<file path="src/common/sapc_pkg.sv">
package sapc_pkg;
  // ---------------------------------------------------------------
  // timing constants
  // ---------------------------------------------------------------
  localparam int CLK_PERIOD_NS = 10;
  localparam int CONV_TIME_NS = 880;
  localparam int ACQ_MIN_NS = 120;
  localparam int HS_GAP_NS = 140;
  localparam int PS_WAKE_NS = 1000;
  localparam int PS_SETTLE_NS = 20000;
  localparam int FS_WAKE_NS = 500000;
  // least times round up
  localparam int CONV_CYC = (CONV_TIME_NS + CLK_PERIOD_NS - 1) / CLK_PERIOD_NS;
  localparam int ACQ_MIN_CYC = (ACQ_MIN_NS + CLK_PERIOD_NS - 1) / CLK_PERIOD_NS;
  localparam int HS_GAP_CYC = (HS_GAP_NS + CLK_PERIOD_NS - 1) / CLK_PERIOD_NS;
  localparam int PS_WAKE_CYC = (PS_WAKE_NS + CLK_PERIOD_NS - 1) / CLK_PERIOD_NS;
  localparam int PS_SETTLE_CYC =
    (PS_SETTLE_NS + CLK_PERIOD_NS - 1) / CLK_PERIOD_NS;
  localparam int FS_WAKE_CYC = (FS_WAKE_NS + CLK_PERIOD_NS - 1) / CLK_PERIOD_NS;
  // ---------------------------------------------------------------
  // widths and reset values
  // ---------------------------------------------------------------
  localparam int RESULT_W = 12;
  localparam int CNT_W = 20;
  localparam logic [11:0] RESULT_RST = 12'h000;
  // device power states
  typedef enum logic [2:0] {
    SAPC_ACQ = 3'b000,
    SAPC_CONV = 3'b001,
    SAPC_SLEEP = 3'b010,
    SAPC_WAKE = 3'b011
  } sapc_state_e;
  // host states
  typedef enum logic [2:0] {
    SAPC_H_IDLE = 3'b000,
    SAPC_H_CONV = 3'b001,
    SAPC_H_READ = 3'b010,
    SAPC_H_GAP = 3'b011,
    SAPC_H_WAKE = 3'b100
  } sapc_hstate_e;
endpackage

</file>
<file path="src/common/sapc_if.sv">
`timescale 1ns/1ps
`default_nettype none
interface sapc_if;
  logic start_conversion_n;
  logic sleep_depth_select;
  logic cs_n;
  logic rd_n;
  logic busy;
  logic [11:0] result_bus_out;
  logic result_bus_oe;
  logic [11:0] result_bus;
  // bus level resolved from the device enable; undriven reads as zero
  assign result_bus = result_bus_oe ? result_bus_out : 12'h000;
  modport dev (
    input start_conversion_n, sleep_depth_select, cs_n, rd_n,
    output busy, result_bus_out, result_bus_oe
  );
  modport host (
    output start_conversion_n, sleep_depth_select, cs_n, rd_n,
    input busy, result_bus
  );
endinterface
`default_nettype wire

</file>
<file path="src/verilog/sapc_dev.sv">
`timescale 1ns/1ps
`default_nettype none
module sapc_dev #(
  parameter int FS_WAKE_CYCLES = sapc_pkg::FS_WAKE_CYC,
  parameter int PS_WAKE_CYCLES = sapc_pkg::PS_WAKE_CYC
) (
  // clock, reset, enable
  input wire logic clk_in,
  input wire logic rst_in,
  input wire logic clk_en_in,
  // link
  sapc_if.dev link,
  // converter core side
  input wire logic [11:0] sample_code_in,
  output logic osc_run_out,
  output logic comparator_on_out,
  output logic reference_on_out,
  output logic ref_buffer_full_out,
  output logic track_out,
  output logic acq_ok_out
);
  // ---------------------------------------------------------------
  // pin synchronisers
  // ---------------------------------------------------------------
  logic [3:0] meta_r;
  logic [3:0] sync_r;
  logic conv_n_d_r;
  always_ff @(posedge clk_in or posedge rst_in)
  begin
    if (rst_in)
    begin
      meta_r <= 4'hF;
      sync_r <= 4'hF;
      conv_n_d_r <= 1'b1;
    end
    else if (clk_en_in)
    begin
      meta_r <= {link.start_conversion_n, link.sleep_depth_select,
                 link.cs_n, link.rd_n};
      sync_r <= meta_r;
      conv_n_d_r <= sync_r[3];
    end
  end
  wire conv_n_s = sync_r[3];
  wire depth_s = sync_r[2];
  wire cs_n_s = sync_r[1];
  wire rd_n_s = sync_r[0];
  wire conv_fall = conv_n_d_r & ~conv_n_s;
  wire conv_rise = ~conv_n_d_r & conv_n_s;
  // ---------------------------------------------------------------
  // control state
  // ---------------------------------------------------------------
  sapc_pkg::sapc_state_e state_r, state_nxt;
  logic [sapc_pkg::CNT_W-1:0] cnt_r, cnt_nxt;
  logic pend_r, pend_nxt;
  logic partial_r, partial_nxt;
  logic [11:0] result_r, result_nxt;
  logic busy_r, busy_nxt;
  logic [7:0] acq_cnt_r;
  wire conv_done = (state_r == sapc_pkg::SAPC_CONV) &&
                   (cnt_r == sapc_pkg::CONV_CYC[sapc_pkg::CNT_W-1:0] - 1'b1);
  wire wake_done = (state_r == sapc_pkg::SAPC_WAKE) &&
                   (cnt_r == {sapc_pkg::CNT_W{1'b0}});
  // next-state decode
  always_comb
  begin
    state_nxt = state_r;
    cnt_nxt = cnt_r;
    pend_nxt = pend_r;
    partial_nxt = partial_r;
    result_nxt = result_r;
    busy_nxt = busy_r;
    case (state_r)
      sapc_pkg::SAPC_ACQ:
      begin
        if (conv_fall)
        begin
          state_nxt = sapc_pkg::SAPC_CONV;
          cnt_nxt = '0;
          busy_nxt = 1'b1;
        end
      end
      sapc_pkg::SAPC_CONV:
      begin
        if (conv_fall)
          cnt_nxt = '0;
        else if (conv_done)
        begin
          result_nxt = sample_code_in;
          busy_nxt = 1'b0;
          if (conv_n_s)
            state_nxt = sapc_pkg::SAPC_ACQ;
          else
          begin
            state_nxt = sapc_pkg::SAPC_SLEEP;
            partial_nxt = depth_s;
          end
        end
        else
          cnt_nxt = cnt_r + 1'b1;
      end
      sapc_pkg::SAPC_SLEEP:
      begin
        // depth select is not looked at here
        if (conv_rise)
        begin
          state_nxt = sapc_pkg::SAPC_WAKE;
          pend_nxt = 1'b0;
          cnt_nxt = partial_r ? PS_WAKE_CYCLES[sapc_pkg::CNT_W-1:0]
                              : FS_WAKE_CYCLES[sapc_pkg::CNT_W-1:0];
        end
      end
      sapc_pkg::SAPC_WAKE:
      begin
        if (conv_fall)
          pend_nxt = 1'b1;
        else if (conv_rise)
          pend_nxt = 1'b0;
        if (wake_done)
        begin
          pend_nxt = 1'b0;
          if (pend_r || conv_fall)
          begin
            state_nxt = sapc_pkg::SAPC_CONV;
            cnt_nxt = '0;
            busy_nxt = 1'b1;
          end
          else
            state_nxt = sapc_pkg::SAPC_ACQ;
        end
        else
          cnt_nxt = cnt_r - 1'b1;
      end
      default:
      begin
        state_nxt = sapc_pkg::SAPC_ACQ;
        busy_nxt = 1'b0;
      end
    endcase
  end
  // state registers
  always_ff @(posedge clk_in or posedge rst_in)
  begin
    if (rst_in)
    begin
      state_r <= sapc_pkg::SAPC_ACQ;
      cnt_r <= '0;
      pend_r <= 1'b0;
      partial_r <= 1'b0;
      result_r <= sapc_pkg::RESULT_RST;
      busy_r <= 1'b0;
    end
    else if (clk_en_in)
    begin
      state_r <= state_nxt;
      cnt_r <= cnt_nxt;
      pend_r <= pend_nxt;
      partial_r <= partial_nxt;
      result_r <= result_nxt;
      busy_r <= busy_nxt;
    end
  end
  // ---------------------------------------------------------------
  // acquisition timer and output drive
  // ---------------------------------------------------------------
  wire acq_full = (acq_cnt_r >= sapc_pkg::ACQ_MIN_CYC[7:0]);
  wire bus_en = ~cs_n_s & ~rd_n_s;
  wire asleep = (state_r == sapc_pkg::SAPC_SLEEP);
  wire in_conv = (state_nxt == sapc_pkg::SAPC_CONV);
  always_ff @(posedge clk_in or posedge rst_in)
  begin
    if (rst_in)
    begin
      acq_cnt_r <= 8'h00;
      link.busy <= 1'b0;
      link.result_bus_out <= sapc_pkg::RESULT_RST;
      link.result_bus_oe <= 1'b0;
      osc_run_out <= 1'b1;
      comparator_on_out <= 1'b1;
      reference_on_out <= 1'b1;
      ref_buffer_full_out <= 1'b1;
      track_out <= 1'b1;
      acq_ok_out <= 1'b0;
    end
    else if (clk_en_in)
    begin
      if (state_r == sapc_pkg::SAPC_ACQ && !acq_full)
        acq_cnt_r <= acq_cnt_r + 8'h01;
      else if (state_r != sapc_pkg::SAPC_ACQ)
        acq_cnt_r <= 8'h00;
      link.busy <= busy_nxt;
      link.result_bus_out <= result_nxt;
      link.result_bus_oe <= bus_en;
      osc_run_out <= ~(state_nxt == sapc_pkg::SAPC_SLEEP);
      comparator_on_out <= ~(state_nxt == sapc_pkg::SAPC_SLEEP);
      reference_on_out <= ~(state_nxt == sapc_pkg::SAPC_SLEEP &&
                            !partial_nxt);
      ref_buffer_full_out <= ~(state_nxt == sapc_pkg::SAPC_SLEEP);
      track_out <= ~in_conv & ~asleep;
      acq_ok_out <= acq_full && (state_r == sapc_pkg::SAPC_ACQ);
    end
  end
endmodule
`default_nettype wire

</file>
<file path="src/flat_wrapper.sv">
// flat-port wrapper written by rule: the top's interface ports become plain ports
module sapc_dev_flat 
#(
  parameter int FS_WAKE_CYCLES = sapc_pkg::FS_WAKE_CYC,
  parameter int PS_WAKE_CYCLES = sapc_pkg::PS_WAKE_CYC
)
  (clk_in, rst_in, clk_en_in, sample_code_in, osc_run_out, comparator_on_out, reference_on_out, ref_buffer_full_out, track_out, acq_ok_out, link_start_conversion_n, link_sleep_depth_select, link_cs_n, link_rd_n, link_busy, link_result_bus_out, link_result_bus_oe);
  sapc_if link_i ();
  input wire logic clk_in;
  input wire logic rst_in;
  input wire logic clk_en_in;
  input wire logic [11:0] sample_code_in;
  output logic osc_run_out;
  output logic comparator_on_out;
  output logic reference_on_out;
  output logic ref_buffer_full_out;
  output logic track_out;
  output logic acq_ok_out;
  input wire logic [$bits(link_i.start_conversion_n)-1:0] link_start_conversion_n;
  input wire logic [$bits(link_i.sleep_depth_select)-1:0] link_sleep_depth_select;
  input wire logic [$bits(link_i.cs_n)-1:0] link_cs_n;
  input wire logic [$bits(link_i.rd_n)-1:0] link_rd_n;
  output wire logic [$bits(link_i.busy)-1:0] link_busy;
  output wire logic [$bits(link_i.result_bus_out)-1:0] link_result_bus_out;
  output wire logic [$bits(link_i.result_bus_oe)-1:0] link_result_bus_oe;
  assign link_i.start_conversion_n = link_start_conversion_n;
  assign link_i.sleep_depth_select = link_sleep_depth_select;
  assign link_i.cs_n = link_cs_n;
  assign link_i.rd_n = link_rd_n;
  assign link_busy = link_i.busy;
  assign link_result_bus_out = link_i.result_bus_out;
  assign link_result_bus_oe = link_i.result_bus_oe;
  sapc_dev #(.FS_WAKE_CYCLES(FS_WAKE_CYCLES), .PS_WAKE_CYCLES(PS_WAKE_CYCLES)) u_core (.clk_in(clk_in), .rst_in(rst_in), .clk_en_in(clk_en_in), .link(link_i), .sample_code_in(sample_code_in), .osc_run_out(osc_run_out), .comparator_on_out(comparator_on_out), .reference_on_out(reference_on_out), .ref_buffer_full_out(ref_buffer_full_out), .track_out(track_out), .acq_ok_out(acq_ok_out));
endmodule
</file>
<file path="config.mk">
export PLATFORM = sky130hd
export DESIGN_NAME = sapc_dev_flat
export DESIGN_NICKNAME = d
export VERILOG_FILES = /design/src/common/sapc_pkg.sv /design/src/common/sapc_if.sv /design/src/verilog/sapc_dev.sv /design/src/flat_wrapper.sv
export SDC_FILE = /design/constraint.sdc
export NUM_CORES = 1
export LEC_CHECK = 0
export BUFFER_PORTS_ARGS = -buffer_cell sky130_fd_sc_hd__buf_4
export CORE_MARGIN = 2
export CORE_UTILIZATION = 56
export CTS_BUF_LIST = sky130_fd_sc_hd__clkbuf_2 sky130_fd_sc_hd__clkbuf_4 sky130_fd_sc_hd__clkbuf_8
export DETAILED_ROUTE_END_ITERATION = 10
export PLACE_DENSITY = 0.82
export SLEW_MARGIN = 20
export SYNTH_ARGS = -nofsm -noshare
export SYNTH_HDL_FRONTEND = slang
export SYNTH_SLANG_ARGS = --single-unit
</file>
<file path="constraint.sdc">
create_clock -name clk_in -period 2.9 [get_ports clk_in]
set_clock_uncertainty 0.15 [all_clocks]
set_input_delay 0.58 -clock clk_in [delete_from_list [all_inputs] [get_ports clk_in]]
set_output_delay 0.58 -clock clk_in [all_outputs]
set_load 0.01 [all_outputs]
</file>
-- Yosys cells after proc, flatten, opt, wreduce, memory -nomap -nowiden
Index checks and enable logic that the tools add are counted.
- bits in read-only memories: 0
- logic and storage cells: 100
- memories: 0
- bits in writable memories: 0
- latch bits: 0
- flip-flop bits (word level): 60
- $add $sub $neg: 3
- bitwise operators: 13
- order comparisons: 1
- $mul: 0
- shift-type cells: 0
- divide/modulo/power cells: 0
- equality and inequality tests: 14
- mux-type cells: 35
- reductions and logical operators: 19
- operators by type and width (kind ; count):
    $mux W20 ; 6
    $pmux W20 S4 ; 1
    $mux W12 ; 3
    $add A20 B1 Y20 const B ; 1
    $eq A20 B7 Y1 const B ; 1
    $logic_not A20 Y1 ; 1
    $sub A20 B1 Y20 const B ; 1
    $mux W16 ; 1
    $mux W8 ; 2
    $mux W3 ; 5
    $mux W1 ; 13
    $pmux W3 S4 ; 1
    $eq A3 B2 Y1 const B ; 3
    $not A1 Y1 ; 9
    $add A8 B1 Y8 const B ; 1
    $ge A8 B4 Y1 const B ; 1
    $ne A2 B1 Y1 const B ; 4
    $reduce_and A7 Y1 ; 1
    $eq A3 B1 Y1 const B ; 2
    $reduce_and A6 Y1 ; 1
    $logic_and A1 B1 Y1 ; 5
    $and A1 B1 Y1 ; 4
    $ne A2 B2 Y1 const B ; 2
    $pmux W1 S4 ; 1
    other kinds (12) ; 15

-- Depth between registers and ports, before layout
- word-level depth: 9
- mapped depth: 10

-- Least setup slack after synthesis
No wires, ideal clock.
- path kind: register to register
- from: register u_core.cnt_r[0] (netlist name)
- to: register u_core.cnt_r[18] (netlist name)
- path buffers: 1
- data required time: 2629 ps
- cell stages (with the launch flop): 9
- period minus slack after synthesis: 2660 ps
- slack: 240 ps
- arrival: 2389 ps
- cell sequence: dfrtp_1 -> clkbuf_1 -> inv_1 -> ha_1 -> or4b_2 -> or4_4 -> a22oi_2 -> o21bai_1 -> a22o_1
- cells in the longest elaborated chain, start to end: 4
- RTL lines (what ; line ; source):
    start, declared ; sapc_dev.sv:54 ; logic [sapc_pkg::CNT_W-1:0] cnt_r, cnt_nxt;
    start signal, assigned ; sapc_dev.sv:156 ; cnt_r <= cnt_nxt;
    $add A20 B1 Y20 (tied with other cells) ; sapc_dev.sv:100 ; cnt_nxt = cnt_r + 1'b1;
    $mux W20 (tied with other cells) ; sapc_dev.sv:87 ; else if (conv_done)
    $mux W20 (tied with other cells) ; sapc_dev.sv:85 ; if (conv_fall)
    $pmux W20 S4 / $reduce_and A6 Y1 (equally long branches) ; n/a ;
Several ways; a longest one is shown, not always the timed one. The select of a mux whose other input is x is not followed.
A chain may end at the register's enable or synchronous reset.

-- Final worst setup path
- from: register u_core.cnt_r[5] (netlist name)
- to: register u_core.cnt_r[18] (netlist name)
The elaborated chain is that of the path after synthesis.

==> results.toml <==
[run_status]
outcome = "finished clean"

[logic_synthesis]
syn_nets = 421
yosys_warnings = 0
netlist_area_um2 = 3729
synth_cells = 397
seq_area_frac_synth = 0.4067
ys_types = 74
synthFlopType = "dfrtp_1"
ys_ff_latch = 60
async_flop_share = 1.000
synth_edf_count = 0
syn_avg_cell_area_um2 = 9.392

[sta]
finalHoldViolCount = 0
setup_slack_ns = 0.1689
worst_pin_slew_ns = 0.9036
rsz0062_at_grt = "no"
timing.final.crit_share = 0.9418
setup_tns_ns = 0
slew_violations = 0
fmax_mhz = 366.2
setup_viol = 0
period_needed_ns = 2.731
holdWs_ns = 0.1301
maxSlewHeadroom = 0.3964

[floorplan]
fp.dieH_um = 85.60
io_pins = 39
core_um2 = 6386
rows = 29
die_x_um = 85.60
start_util = 0.5839
dieArea_um2 = 7327

[power]
power_frac_comb = 0.495
internal_power_mw = 2.187
p_seq_frac = 0.333
total_power_mw = 3.971
power.share.clock = 0.172
ir_worst_vdd_v = 0.0006015
swShare = 0.4493
p_per_area_nw_per_um2 = 921.1
switching_power_mw = 1.784
leakage_nw = 1.877

[routing]
drt_iter0_drc = 332
wire_per_inst_um = 18.17
drt-met1-wl_um = 3932
drtPass1Iterations = 5
wirelength_um = 9447
routed-wl-met3_um = 852
avgViaCountPerCell = 6.467
drcViolationCount = 0
wl_met2_um = 4487
ant_nets = 0
dr_total_vias = 3363
top_layer = "met4"

[critical_path]
crit_path_end_kind = "flop"
cp_max_fo = 9
worst-setup-path-type = "reg -> reg"
start_kind = "flop"
arrival_ns = 2.82
crit_required_ns = 2.99

[layout]
fin_area_um2 = 4312
fin_nets = 462
multi_input_area_um2 = 2002
drive_gt1_frac = 0.2731
area_delta_synth_final_pct = 15.64
fin_util = 0.6752
regArea_um2 = 1516
final_common_cell = "buf_4"
n_antenna_cell = 0
stdcell_count = 520
layout_common_cells = "buf_4, dfrtp_1, nor2_1"
n_fill_cell = 493

[clock_network]
cts-htree-levels = 3
cts_tree = "yes"
insertion_delay_ns = 0.35
cts_setup_buffers = 0
ctsLongestPathBuffers = 2
root_buffer = "clkbuf_8"
cts_resized = 0
path_clk_slew_ns = 0.07
ctsHoldBuffers = 0
cts_buffers = 9
clock_sinks = 60

[global_route]
grt_max_degree = 38
grtUsageTotal = 0.2755
grt_overflow_total = 0
grt_pass1_wl_um = 15990
antenna_found_initial = 0
grt_pass1_vias = 3274

[hold_path]
hold_class = "in -> async"

[placement]
dp.cells = 504
gp_congestion = 0.9630
pre_cts_ws_ns = 0.2436
port_buffers = 38
placed_cell_area_um2 = 4135
hpwl_um = 6703

[flow_run]
drv_cap = 0
-- cell families (layout without fill, tap and decap cells) --
kind of cell    count (synthesis)  in the layout  synth area share
flops                          60             60            0.4067
fa+ha+maj                       5              5           0.01678
compound gates                112            112            0.2144
buf+inv                        43             89           0.05637
simple gates                  143            143            0.2087
xor+xnor                        7              7           0.01644
mux                            27             27           0.08054
-- critical path, stage by stage (launching register included) --
cell	delay, ns
dfrtp_1	0.48
or4_1	0.68
nor4_4	0.35
a31oi_1	0.20
o21ai_0	0.28
buf_4	0.24
o21bai_1	0.07
a22o_1	0.17
-- path summary, 6_finish.rpt --
| kind | cells after the start | slack [ns] | startpoint | end |
|---|---|---|---|---|
| min reg2reg | 1 | 0.33 | u_core.acq_cnt_r[5] | u_core.acq_cnt_r[5] |
| min | 2 | 0.13 | rst_in | u_core.acq_cnt_r[1] |
| max reg2reg | 7 | 0.17 | u_core.cnt_r[5] | u_core.cnt_r[18] |
| min in group clk_in | 2 | 0.30 | sample_code_in[4] | u_core.result_r[4] |
| max in group asynchronous | 3 | 1.82 | rst_in | u_core.sync_r[1] |
| max | 7 | 0.17 | u_core.cnt_r[5] | u_core.cnt_r[18] |
-- power by group through the flow --
stage / Clock [mW] / Combinational [mW] / Sequential (mW)
finish: 0.683 / 1.97 / 1.32
global route: 0.727 / 2.15 / 1.35
CTS: 0.696 / 1.93 / 1.31
detailed placement: 0 / 1.92 / 1.32
global placement: 0 / 1.88 / 1.31
floorplan: 0 / 1.51 / 1.16
-- routing by layer --
| metal | GRT usage | vias to the layer above |
|---|---|---|
| li1 | - | 1554 |
| met1 | 0.3699 | 1591 |
| met2 | 0.4361 | 195 |
| met3 | 0.07507 | 23 |
| met4 | 0.08947 | 0 |
| met5 | 0 | - |
-- state kept, by name (all words and copies together) (netlist names) --
name                        flops
u_core.cnt_r                   20
u_core.result_r                12
u_core.acq_cnt_r                8
u_core.meta_r                   4
u_core.sync_r                   4
u_core.state_r                  3
u_core.acq_ok_out               1
u_core.busy_r                   1
u_core.conv_n_d_r               1
u_core.link.result_bus_oe       1
u_core.partial_r                1
u_core.pend_r                   1
u_core.ref_buffer_full_out      1
u_core.reference_on_out         1
u_core.track_out                1
-- cell usage after synthesis (all sizes together), types with 3 or more instances --
master	number	area (um2)
mux2i	3	30.03
o31ai	5	37.54
xor2	5	43.79
a31oi	5	31.28
dfrtp	48	1201
nor4	7	71.31
nor3	16	80.08
a211oi	6	45.04
nor2	33	123.9
o21ai	32	163.9
buf	15	105.1
mux2	24	270.3
o21a	3	22.52
nand3	12	60.06
a22o	7	61.31
a22oi	3	27.52
and2	9	56.31
o22ai	4	31.28
dfstp	12	315.3
or3	6	42.54
nand2b	4	25.02
a32o	3	30.03
nand2	28	105.1
clkbuf	14	52.55
nand4	7	43.79
or4	5	45.04
ha	5	62.56
inv	14	52.55
o21bai	3	22.52
a21oi	16	83.83
-- final cells by class --
type / instances / share of cell area
Timing Repair Buffer: 59 / 0.1085
Clock inverter: 6 / 0.008996
Clock buffer: 10 / 0.03192
Inverter: 14 / 0.01219
Sequential cell: 60 / 0.3517
Multi-Input combinational cell: 294 / 0.4643
Tap cell: 77 / 0.02234
Power figures use the tool's default switching activity.
